==> src/hdl/gtm_map.svh <==
// How it works
// - Capture mode select low picks edge counting rather than edge timing.
// - Edge event select chooses rising, falling or both edges to count.
// - Each qualifying edge decrements the counter by one until match.
// - On match: raw flag set, masked flag set only where its mask bit is set, reload, run enable cleared.
// - No prescaler in edge count, edge timing or PWM modes.
// - Edge timing: free-running down-count from load, 0xFFFF after reset.
// - Capture mode select high enters edge timing mode.
// - Selected edge (rising when both are selected) copies count to capture register and sets capture flags.
// - Capture register holds its value until the next selected edge.
// - Edge timing keeps counting after capture; reloads from load at zero.
// - PWM counts down, reloads at zero, repeats, raises no flags.
// - PWM output sets at load value, clears at match value.
// - PWM invert bit inverts the driven waveform.
// - Writing a timeout clear bit clears raw and masked timeout status.
// - RTC: on match the counter reloads zero and keeps counting.
// - One-shot stops after timeout; periodic keeps counting.
`ifndef GTM_MAP_SVH
`define GTM_MAP_SVH

// Global configuration values
`define GTM_CFG_32BIT 3'h0
`define GTM_CFG_RTC 3'h1
`define GTM_CFG_16BIT 3'h4
// Timer mode field values
`define GTM_MODE_ONESHOT 2'h1
`define GTM_MODE_PERIODIC 2'h2
`define GTM_MODE_CAPTURE 2'h3
// Edge event select values
`define GTM_EVT_RISE 2'h0
`define GTM_EVT_FALL 2'h1
`define GTM_EVT_BOTH 2'h3
// Reset and start values
`define GTM_LOAD_RST 32'hFFFFFFFF
`define GTM_CNT_RST 32'hFFFFFFFF
`define GTM_MATCH_RST 32'hFFFFFFFF
`define GTM_PSC_RST 8'h00
`define GTM_RTC_START 32'h00000001
`define GTM_RTC_ZERO 32'h00000000
// RTC input rate and one-second divider
`define GTM_RTC_IN_HZ 32768
`define GTM_RTC_OUT_HZ 1
`define GTM_RTC_DIV (`GTM_RTC_IN_HZ / `GTM_RTC_OUT_HZ)

`endif

==> src/hdl/gtm_pkg.sv <==
`default_nettype none
package gtm_pkg;

    // Decoded operating mode
    typedef enum logic [2:0] {
        OP_OFF   = 3'b000,
        OP_PER32 = 3'b001,
        OP_RTC   = 3'b010,
        OP_PER16 = 3'b011,
        OP_ECNT  = 3'b100,
        OP_ETIME = 3'b101,
        OP_PWM   = 3'b110
    } gtm_op_t;

    // Status flags, raw or masked
    typedef struct packed {
        logic rtc;
        logic cap_event;
        logic cap_match;
        logic timeout;
    } gtm_flags_t;

    // Static configuration bits
    typedef struct packed {
        logic [2:0] global_cfg;
        logic [1:0] mode_field;
        logic capture_mode_select;
        logic alternate_mode_select;
        logic [1:0] event_select;
        logic pwm_output_invert;
        logic rtc_stall_override;
        logic stall;
    } gtm_ctrl_t;

endpackage : gtm_pkg

`default_nettype wire

==> src/hdl/gtm_edge_sync.sv <==
`timescale 1ns/1ps
`default_nettype none

module gtm_edge_sync (
    input wire logic i_clk_sys,
    input wire logic i_rst,
    input wire logic i_pin,
    output logic o_rise,
    output logic o_fall
);

    logic meta_r;
    logic sync_r;
    logic last_r;

    // Two-stage synchroniser, third stage only for edge detection
    always_ff @(posedge i_clk_sys or posedge i_rst) begin
        if (i_rst) begin
            meta_r <= 1'b0;
            sync_r <= 1'b0;
            last_r <= 1'b0;
        end else begin
            meta_r <= i_pin;
            sync_r <= meta_r;
            last_r <= sync_r;
        end
    end

    // Edges seen from settled stages only
    assign o_rise = sync_r & ~last_r;
    assign o_fall = ~sync_r & last_r;

endmodule : gtm_edge_sync

`default_nettype wire

==> src/hdl/gtm_timer.sv <==
`timescale 1ns/1ps
`default_nettype none
`include "gtm_map.svh"

module gtm_timer #(
    parameter int unsigned P_RTC_DIV = `GTM_RTC_DIV
) (
    input wire logic i_clk_sys,
    input wire logic i_rst,
    input wire gtm_pkg::gtm_ctrl_t i_ctrl,
    input wire logic i_en_set,
    input wire logic i_en_clr,
    input wire logic [31:0] i_load_value,
    input wire logic i_load_wr,
    input wire logic [31:0] i_match_value,
    input wire logic i_match_wr,
    input wire logic [7:0] i_prescale_value,
    input wire logic i_prescale_wr,
    input wire gtm_pkg::gtm_flags_t i_mask,
    input wire gtm_pkg::gtm_flags_t i_clear,
    input wire logic i_ccp_in,
    output logic o_ccp_out,
    output logic o_ccp_oe_n,
    output logic o_run_enable,
    output logic [31:0] o_count,
    output logic [15:0] o_capture,
    output gtm_pkg::gtm_flags_t o_raw,
    output gtm_pkg::gtm_flags_t o_masked
);

    // Mode decode from configuration, mode field and capture bits
    function automatic gtm_pkg::gtm_op_t decode_op(
        input gtm_pkg::gtm_ctrl_t c
    );
        gtm_pkg::gtm_op_t op;
        op = gtm_pkg::OP_OFF;
        if (c.global_cfg == `GTM_CFG_32BIT) begin
            if (c.mode_field == `GTM_MODE_ONESHOT ||
                c.mode_field == `GTM_MODE_PERIODIC) begin
                op = gtm_pkg::OP_PER32;
            end
        end else if (c.global_cfg == `GTM_CFG_RTC) begin
            op = gtm_pkg::OP_RTC;
        end else if (c.global_cfg == `GTM_CFG_16BIT) begin
            if (c.alternate_mode_select &&
                !c.capture_mode_select &&
                c.mode_field == `GTM_MODE_PERIODIC) begin
                op = gtm_pkg::OP_PWM;
            end else if (c.mode_field == `GTM_MODE_CAPTURE) begin
                // Low selects counting, high selects timing
                op = c.capture_mode_select ? gtm_pkg::OP_ETIME
                                           : gtm_pkg::OP_ECNT;
            end else if (c.mode_field == `GTM_MODE_ONESHOT ||
                         c.mode_field == `GTM_MODE_PERIODIC) begin
                op = gtm_pkg::OP_PER16;
            end
        end
        return op;
    endfunction : decode_op

    // Down-step of the 16-bit or 32-bit counter
    function automatic logic [31:0] step_down(
        input logic [31:0] v,
        input logic wide
    );
        logic [15:0] low;
        low = v[15:0] - 16'h0001;
        return wide ? (v - 32'h00000001) : {16'h0000, low};
    endfunction : step_down

    gtm_pkg::gtm_op_t op;
    logic rise;
    logic fall;
    logic wide;
    logic at_zero;
    logic stall_eff;
    logic cnt_edge;
    logic time_edge;
    logic ecnt_hit;
    logic [15:0] cnt16;
    logic [31:0] load_ext;

    logic [31:0] cnt_r, cnt_nxt;
    logic [31:0] load_r, load_nxt;
    logic [31:0] match_r, match_nxt;
    logic [7:0] psc_val_r, psc_val_nxt;
    logic [7:0] psc_r, psc_nxt;
    logic [15:0] cap_r, cap_nxt;
    logic [15:0] div_r, div_nxt;
    logic en_r, en_nxt;
    logic pwm_r, pwm_nxt;
    logic pin_r, pin_nxt;
    logic oe_n_r, oe_n_nxt;
    logic rtc_seen_r, rtc_seen_nxt;
    gtm_pkg::gtm_flags_t ev;
    gtm_pkg::gtm_flags_t raw_r, raw_nxt;
    gtm_pkg::gtm_flags_t msk_r, msk_nxt;

    // Pin crosses into the clock domain before any use
    gtm_edge_sync u_sync (
        .i_clk_sys(i_clk_sys),
        .i_rst(i_rst),
        .i_pin(i_ccp_in),
        .o_rise(rise),
        .o_fall(fall)
    );

    // Shared decode terms
    always_comb begin
        op = decode_op(i_ctrl);
        wide = (op == gtm_pkg::OP_PER32) || (op == gtm_pkg::OP_RTC);
        cnt16 = cnt_r[15:0];
        at_zero = wide ? (cnt_r == 32'h00000000) : (cnt16 == 16'h0000);
        load_ext = wide ? load_r : {16'h0000, load_r[15:0]};
        // RTC keeps running through a stall when the override is set
        stall_eff = i_ctrl.stall &&
                    !(op == gtm_pkg::OP_RTC && i_ctrl.rtc_stall_override);
        case (i_ctrl.event_select)
            `GTM_EVT_RISE: cnt_edge = rise;
            `GTM_EVT_FALL: cnt_edge = fall;
            `GTM_EVT_BOTH: cnt_edge = rise | fall;
            default: cnt_edge = rise;
        endcase
        // Timing takes one edge type only; both falls back to rising
        time_edge = (i_ctrl.event_select == `GTM_EVT_FALL) ? fall
                                                          : rise;
        ecnt_hit = (op == gtm_pkg::OP_ECNT) && en_r && !stall_eff &&
                   !i_load_wr && cnt_edge &&
                   (step_down(cnt_r, 1'b0) ==
                    {16'h0000, match_r[15:0]});
    end

    // Next-state of counter, enable, capture, waveform and flags
    always_comb begin
        cnt_nxt = cnt_r;
        load_nxt = i_load_wr ? i_load_value : load_r;
        match_nxt = i_match_wr ? i_match_value : match_r;
        psc_val_nxt = i_prescale_wr ? i_prescale_value : psc_val_r;
        psc_nxt = psc_r;
        cap_nxt = cap_r;
        div_nxt = div_r;
        en_nxt = en_r;
        pwm_nxt = pwm_r;
        rtc_seen_nxt = rtc_seen_r;
        ev = '0;
        if (i_en_clr) begin
            en_nxt = 1'b0;
        end
        if (i_en_set) begin
            en_nxt = 1'b1;
        end
        if (i_en_set && !en_r && op == gtm_pkg::OP_RTC && !rtc_seen_r) begin
            // First RTC start counts up from one
            cnt_nxt = `GTM_RTC_START;
            rtc_seen_nxt = 1'b1;
            div_nxt = 16'h0000;
        end else if (i_load_wr && op != gtm_pkg::OP_RTC) begin
            // New interval takes effect on the next cycle
            cnt_nxt = wide ? i_load_value : {16'h0000, i_load_value[15:0]};
            psc_nxt = psc_val_nxt;
        end else if (en_r && !stall_eff) begin
            case (op)
                gtm_pkg::OP_PER32, gtm_pkg::OP_PER16: begin
                    // Prescaler only extends the 16-bit timeout modes
                    if (op == gtm_pkg::OP_PER32 || psc_r == 8'h00) begin
                        psc_nxt = psc_val_r;
                        if (at_zero) begin
                            cnt_nxt = load_ext;
                            ev.timeout = 1'b1;
                            if (i_ctrl.mode_field == `GTM_MODE_ONESHOT) begin
                                en_nxt = 1'b0;
                            end
                        end else begin
                            cnt_nxt = step_down(cnt_r, wide);
                        end
                    end else begin
                        psc_nxt = psc_r - 8'h01;
                    end
                end
                gtm_pkg::OP_ECNT: begin
                    // One step per qualifying edge, no prescale
                    if (ecnt_hit) begin
                        cnt_nxt = load_ext;
                        ev.cap_match = 1'b1;
                        en_nxt = 1'b0;
                    end else if (cnt_edge) begin
                        cnt_nxt = step_down(cnt_r, 1'b0);
                    end
                end
                gtm_pkg::OP_ETIME: begin
                    if (time_edge) begin
                        cap_nxt = cnt16;
                        ev.cap_event = 1'b1;
                    end
                    cnt_nxt = at_zero ? load_ext
                                      : step_down(cnt_r, 1'b0);
                end
                gtm_pkg::OP_PWM: begin
                    cnt_nxt = at_zero ? load_ext
                                      : step_down(cnt_r, 1'b0);
                    if (cnt16 == load_r[15:0]) begin
                        pwm_nxt = 1'b1;
                    end else if (cnt16 == match_r[15:0]) begin
                        pwm_nxt = 1'b0;
                    end
                end
                gtm_pkg::OP_RTC: begin
                    // Pin clock divided down to one tick per second
                    if (rise) begin
                        if (div_r == 16'(P_RTC_DIV - 1)) begin
                            div_nxt = 16'h0000;
                            if (cnt_r == match_r) begin
                                cnt_nxt = `GTM_RTC_ZERO;
                                ev.rtc = 1'b1;
                            end else begin
                                cnt_nxt = cnt_r + 32'h00000001;
                            end
                        end else begin
                            div_nxt = div_r + 16'h0001;
                        end
                    end
                end
                default: cnt_nxt = cnt_r;
            endcase
        end
        // Hardware set beats a clear in the same cycle
        raw_nxt = ev | (raw_r & ~i_clear);
        msk_nxt = raw_nxt & i_mask;
        pin_nxt = pwm_nxt ^ i_ctrl.pwm_output_invert;
        oe_n_nxt = (op != gtm_pkg::OP_PWM);
    end

    // State registers
    always_ff @(posedge i_clk_sys or posedge i_rst) begin
        if (i_rst) begin
            cnt_r <= `GTM_CNT_RST;
            load_r <= `GTM_LOAD_RST;
            match_r <= `GTM_MATCH_RST;
            psc_val_r <= `GTM_PSC_RST;
            psc_r <= `GTM_PSC_RST;
            cap_r <= 16'h0000;
            div_r <= 16'h0000;
            en_r <= 1'b0;
            pwm_r <= 1'b0;
            pin_r <= 1'b0;
            oe_n_r <= 1'b1;
            rtc_seen_r <= 1'b0;
            raw_r <= '0;
            msk_r <= '0;
        end else begin
            cnt_r <= cnt_nxt;
            load_r <= load_nxt;
            match_r <= match_nxt;
            psc_val_r <= psc_val_nxt;
            psc_r <= psc_nxt;
            cap_r <= cap_nxt;
            div_r <= div_nxt;
            en_r <= en_nxt;
            pwm_r <= pwm_nxt;
            pin_r <= pin_nxt;
            oe_n_r <= oe_n_nxt;
            rtc_seen_r <= rtc_seen_nxt;
            raw_r <= raw_nxt;
            msk_r <= msk_nxt;
        end
    end

    assign o_ccp_out = pin_r;
    assign o_ccp_oe_n = oe_n_r;
    assign o_run_enable = en_r;
    assign o_count = cnt_r;
    assign o_capture = cap_r;
    assign o_raw = raw_r;
    assign o_masked = msk_r;
endmodule : gtm_timer

`default_nettype wire

==> config.mk <==
export PLATFORM = sky130hd
export DESIGN_NAME = gtm_timer
export DESIGN_NICKNAME = d
export VERILOG_FILES = /design/src/hdl/gtm_pkg.sv /design/src/hdl/gtm_edge_sync.sv /design/src/hdl/gtm_timer.sv
export VERILOG_INCLUDE_DIRS = /design/src /design/src/hdl
export SDC_FILE = /design/constraint.sdc
export NUM_CORES = 1
export LEC_CHECK = 0
export BUFFER_PORTS_ARGS = -buffer_cell sky130_fd_sc_hd__buf_2
export CORE_MARGIN = 2
export CORE_UTILIZATION = 58
export CTS_CLUSTER_SIZE = 30
export DETAILED_ROUTE_END_ITERATION = 6
export PLACE_DENSITY = 0.81
export SLEW_MARGIN = 5
export SYNTH_ARGS = -nofsm -noshare
export SYNTH_HDL_FRONTEND = slang
export SYNTH_SLANG_ARGS = --single-unit
==> constraint.sdc <==
create_clock -name i_clk_sys -period 5.9 [get_ports i_clk_sys]
set_input_delay 0.885 -clock i_clk_sys [delete_from_list [all_inputs] [get_ports i_clk_sys]]
set_output_delay 0.885 -clock i_clk_sys [all_outputs]
set_load 0.1 [all_outputs]
* After elaboration in Yosys (flattened, before gate mapping)
Index checks and enable logic that the tools add are counted.
Word-level totals: bits in registers 160, bits in latches 0, RAM bits 0, ROM bits 0, input bits 100, output and inout port bits 59, logic and storage cells 172, memories kept 0
Cells by class: add/sub/neg operators 5, $mul 0, div/mod/pow operators 0, magnitude comparators 0, equality and inequality tests 25, shift-type cells 0, mux-type cells 67, bitwise logic cells 12, reductions and logical operators 40
Operators with widths (number):
- $mux 32 | 14
- $pmux 32 s4 | 1
- $mux 16 | 6
- $eq 16x16->1 | 3
- $mux 8 | 5
- $add 32x1->32 const B | 1
- $eq 32x32->1 | 1
- $logic_not 32->1 | 1
- $sub 32x1->32 const B | 1
- $mux 1 | 30
- $add 16x1->16 const B | 1
- $eq 16x15->1 const B | 1
- $logic_not 16->1 | 1
- $sub 16x1->16 const B | 1
- $mux 3 | 5
- $logic_and 1x1->1 | 14
- $eq 3x3->1 const B | 4
- $mux 4 | 3
- $reduce_bool 2->1 | 5
- $and 4x4->4 | 2
- $logic_not 8->1 | 1
- $sub 8x1->8 const B | 1
- $eq 2x2->1 const B | 3
- $eq 3x1->1 const B | 2
- 27 further kinds | 42

* Depth between registers and ports, before layout
depth in word-level cells 24, depth in mapped cells 13, gate-level depth less buffers 10

* Modules after synthesis
Synthesis repeated with hierarchy kept, for this count alone.
Second synthesis, totals: cells, all modules 1050, area total of the unflattened synthesis 9890.7 µm²
By module, submodules not included:
- gtm_timer | instances 1, cells each 1044, area each 9796.9 µm², seq. area each 4050.1 µm²
- gtm_edge_sync | instances 1, cells each 6, area each 93.8 µm², seq. area each 75.1 µm²

* Worst setup path before layout
Ideal clock, no wire load.
path type register -> register, from reg cnt_r[0], in the netlist o_count[0], to reg cnt_r[29], in the netlist o_count[29], library setup time 0.082 ns, arrival time 3.489 ns, data required time 5.818 ns, setup slack 2.329 ns, stages on the path, launching flop included 14, buffers on the path 3, period minus slack after synthesis 3.571 ns, path through dfstp_2 -> clkbuf_1 -> inv_1 -> ha_1 -> or3b_2 -> clkbuf_1 -> nor4_1 -> a311o_1 -> nor4_1 -> nand4b_1 -> buf_2 -> a21boi_4 -> nand2_2 -> a211oi_2
Between the ends: cells in the longest elaborated chain, start to end 8, elaborated cells on any way between the ends 23, those cells by class add/sub: 3; eq/ne: 3; mux: 13; reduce/logical: 4
RTL lines:
- start: declaration | line gtm_timer.sv:83 | logic [31:0] cnt_r, cnt_nxt;
- start signal: assignment | line gtm_timer.sv:236 | cnt_r <= `GTM_CNT_RST;
- start signal: assignment | line gtm_timer.sv:251 | cnt_r <= cnt_nxt;
- $add 32x1->32 (tied with other cells) | line gtm_timer.sv:216 | cnt_nxt = cnt_r + 32'h00000001;
- $mux 32 (tied with other cells) | line gtm_timer.sv:212 | if (cnt_r == match_r) begin
- $mux 32 (tied with other cells) | line gtm_timer.sv:210 | if (div_r == 16'(P_RTC_DIV - 1)) begin
- $mux 32, on equally long branches | line gtm_timer.sv:209, gtm_timer.sv:165, gtm_timer.sv:182
- $pmux 32 s4 | line gtm_timer.sv:162 | case (op)
- $mux 32 | line gtm_timer.sv:161 | end else if (en_r && !stall_eff) begin
- $mux 32 | line gtm_timer.sv:157 | end else if (i_load_wr && op != gtm_pkg::OP_RTC) begin
- $mux 32 | line gtm_timer.sv:152 | if (i_en_set && !en_r && op == gtm_pkg::OP_RTC && !rtc_seen_r) begin
Parallel ways exist; a longest one is shown, timed or not. The select of a mux whose other input is x is not followed. A chain may end at the register's enable or synchronous reset.

* Worst setup path after layout
from reg cnt_r[1], in the netlist o_count[1], to reg cnt_r[28], in the netlist o_count[28]
The elaborated chain is that of the path after synthesis.

==> run summary <==
status = complete, but fails checks
failing checks = design-rule violations
max-slew violation count = 0
Clock Root Buffer = clkbuf_16
Max Fclk = 0.2214 GHz
final setup violation count = 0
largest family of logic cells by synthesized area = simple AND/OR/NAND/NOR gates
Seq pwr share = 42.6%
family with the most delay on the worst path = simple AND/OR/NAND/NOR gates
die width = 136.8 um
Wirelength per Cell = 20.62 um
Pwr per Cell Area = 282.1 nW/um^2
Starting Density = 59.16%
Hold Crit Class = reg2reg
clock network power share = 34.0%
vias post-DR = 9422
Total Routed Length = 29.84 mm
number of flops mapped to enable cells by yosys = 0
unrepaired setup endpoints after global routing = no
most frequent cells in the layout = 158 x buf_2, 99 x nand2_1, 97 x dfstp_2, 89 x mux2_2, 77 x nor2_1
Crit path largest cell delay = 840 ps
Reg clk slew, reported paths = 70 ps
setup_tns = 0 ps
CTS H-tree depth = 4
worst slew pin tran = 1215 ps
Post-synth top flop = dfstp_2
Sinks on Clock Net = 160
vias in the first global route = 8895
die area = 18720 um^2
first-pass GRT wire length = 47.04 mm
largest net degree at the start of global routing = 110
number of routed nets with antenna violations = 0
crit path cell chain = inv_1 -> ha_1 -> nor3b_1 -> nand4_1 -> a311o_1 -> nor4_1 -> nand4b_1 -> a21boi_4 -> nand2_1 -> a32oi_1
# DRC = 5
Vias/cell = 6.511
GRT overflow = 0
DRT iter0 DRCs = 1100
CP required = 6260 ps
Cell Rows = 48
synth unique cells = 85
Total GRT Usage = 32.38%
crit path time final = 4517 ps
Final Hold Viols = 0
Pre-antenna DRT Iters = 7
fin util = 67.34%
post-placement cell count = 1415
worst path buffer plus inverter count = 1
layout cells sized above 1 = 34.04%
area of the core = 17300 um^2
Startpoint Class = register
Adder-Cell Fraction of Synth Area = 1.345%
sw power = 1148 uW
# diodes = 0
Max Cap Viol = 0
GPL Wtd Cong = 1.001
worst-case vdd ir drop = 0.0002227 V
Arrival @ worst endpoint = 4870 ps
CP Capture Type = register
sequential fraction of the synthesis area = 40.32%
layout overhead on the synthesized area = 13.83%
Inserted Clock Buffers = 17
post_cts resized = 0
CTS Buffer Depth = 2
crit path kind = reg2reg
post-CTS setup buffers = 0
LEAKAGE = 0.004779 uW
CP max stage cell = nor3b_1
Synth Area in Compound Gates = 16.54%
CTS tree = built
post-synthesis xor/xnor area fraction = 7.104%
Worst-Skew Late Latency = 440 ps
fin nets = 1320
DP HPWL = 20.78 mm
number of top-level pins = 159
synthesis-stage register bit count = 160
Synth Area in Simple Gates = 20.24%
synth warn = 0
sw frac = 34.95%
asr flop ratio synth = 100.0%
final hold slack = 355.3 ps
Die Y = 136.8 um
initial antenna violation count = 0
Mean Syn Cell Area = 9.302 um^2
Mapped Cells = 1100
Crit Path Max Fanout = 15
final period utilization = 76.56%
Comb power frac = 23.3%
PortBufs = 158
Synth Net Count = 1211
slew margin rel. = 18.40%
Mapped Area = 10230 um^2
fin cells = 1447
commonest non-fill, non-tap cell in the layout = buf_2
CTS Hold Bufs = 0
Pint = 2137 uW
Setup Skew = 6.478 ps
multiplexer share of the synthesized area = 10.28%
-- Yosys cell counts, types with 11 or more instances --
cell      number  share of area, %
nand2_1       99               3.6
xor2_1        46               3.9
ha_1          11               1.3
o22ai_1       11              0.67
clkbuf_1      51               1.9
inv_1         25              0.92
dfstp_2       97                25
dfrtp_1       63                15
nand2b_1      12              0.73
nor3_1        35               1.7
o31ai_1       12              0.88
nand4_1       25               1.5
a31oi_1       11              0.67
a21oi_1       46               2.2
nor2_1        77               2.8
nand3_1       34               1.7
o21ai_0       64               3.1
mux2_2        89               9.8
and3_1        15              0.92
xnor2_1       37               3.2
nor4_1        28               1.7
buf_1         14              0.51
-- worst register-to-register path, delay by kind of cell (launching register included) --
kind                     cells  cell delay, ps
AO/OA/AOI/OAI                3            1340
adder cells (fa/ha/maj)      1             290
buffers and inverters        1             140
flip-flops                   1             450
AND/OR/NAND/NOR              5            2230
-- routing by layer --
| layer | track usage, % | routed length (um) |
|---|---|---|
| met1 | 45.75 | 12620 |
| met2 | 49.31 | 13380 |
| met3 | 5.556 | 2917 |
| met4 | 13.46 | 917 |
| met5 | 0 | 0 |
-- through the flow --
| stage | power, uW | instance area, um^2 | worst slack [ps] |
|---|---|---|---|
| finish | 3286 | 11650 | 1383 |
| global placement | 2153 | 11070 | 1460 |
| floorplan | 1962 | 10230 | 855.6 |
| CTS | 3277 | 11650 | 1530 |
| detailed placement | 2167 | 11070 | 1329 |
| global route | 3412 | 11650 | 1234 |
-- registers in the layout (all words and copies together), names as in the netlist --
name           flops
load_r            32
match_r           32
o_count           32
div_r             16
o_capture         16
psc_r              8
psc_val_r          8
o_masked           4
o_raw              4
o_ccp_oe_n         1
o_ccp_out          1
o_run_enable       1
pwm_r              1
rtc_seen_r         1
u_sync.last_r      1
u_sync.meta_r      1
u_sync.sync_r      1
-- worst paths after layout --
kind                       cells after the start  slack (ps)                      end                     from
min in group asynchronous                      2         630   psc_val_r[7]$_DFF_PP0_                    i_rst
max reg2reg                                   10        1380  o_count[28]$_DFFE_PP1P_   o_count[1]$_DFFE_PP1P_
min                                            0         360  u_sync.sync_r$_DFF_PP0_  u_sync.meta_r$_DFF_PP0_
max in group asynchronous                      3        4080    load_r[6]$_DFFE_PP1P_                    i_rst
max                                           10        1380  o_count[28]$_DFFE_PP1P_   o_count[1]$_DFFE_PP1P_
min reg2reg                                    0         360  u_sync.sync_r$_DFF_PP0_  u_sync.meta_r$_DFF_PP0_
-- power groups by stage --
stage               Combinational, uW  Clock (uW)  Sequential (uW)
detailed placement                754           0             1410
CTS                               759        1120             1400
finish                            767        1120             1400
global placement                  745           0             1410
floorplan                         463           0             1500
global route                      825        1170             1410
-- cell type report --
type                       count  area (um^2)
multi-input combinational    837         5694
fill                        1420         5649
sequential                   160         4125
timing repair buffer         168        865.8
clock buffer                  21        450.4
tap                          225        281.5
clock inverter                11        131.4
inverter                      25        98.84
-- cells by family (layout without fill, tap and decap cells) --
logic type | count (synthesis) | in the layout
simple gates | 399 | 399
compound gates | 250 | 250
flops | 160 | 160
buf+inv | 103 | 225
mux | 94 | 94
xor+xnor | 83 | 83
fa+ha+maj | 11 | 11
Note: power is estimated with default switching activity, not from simulation.
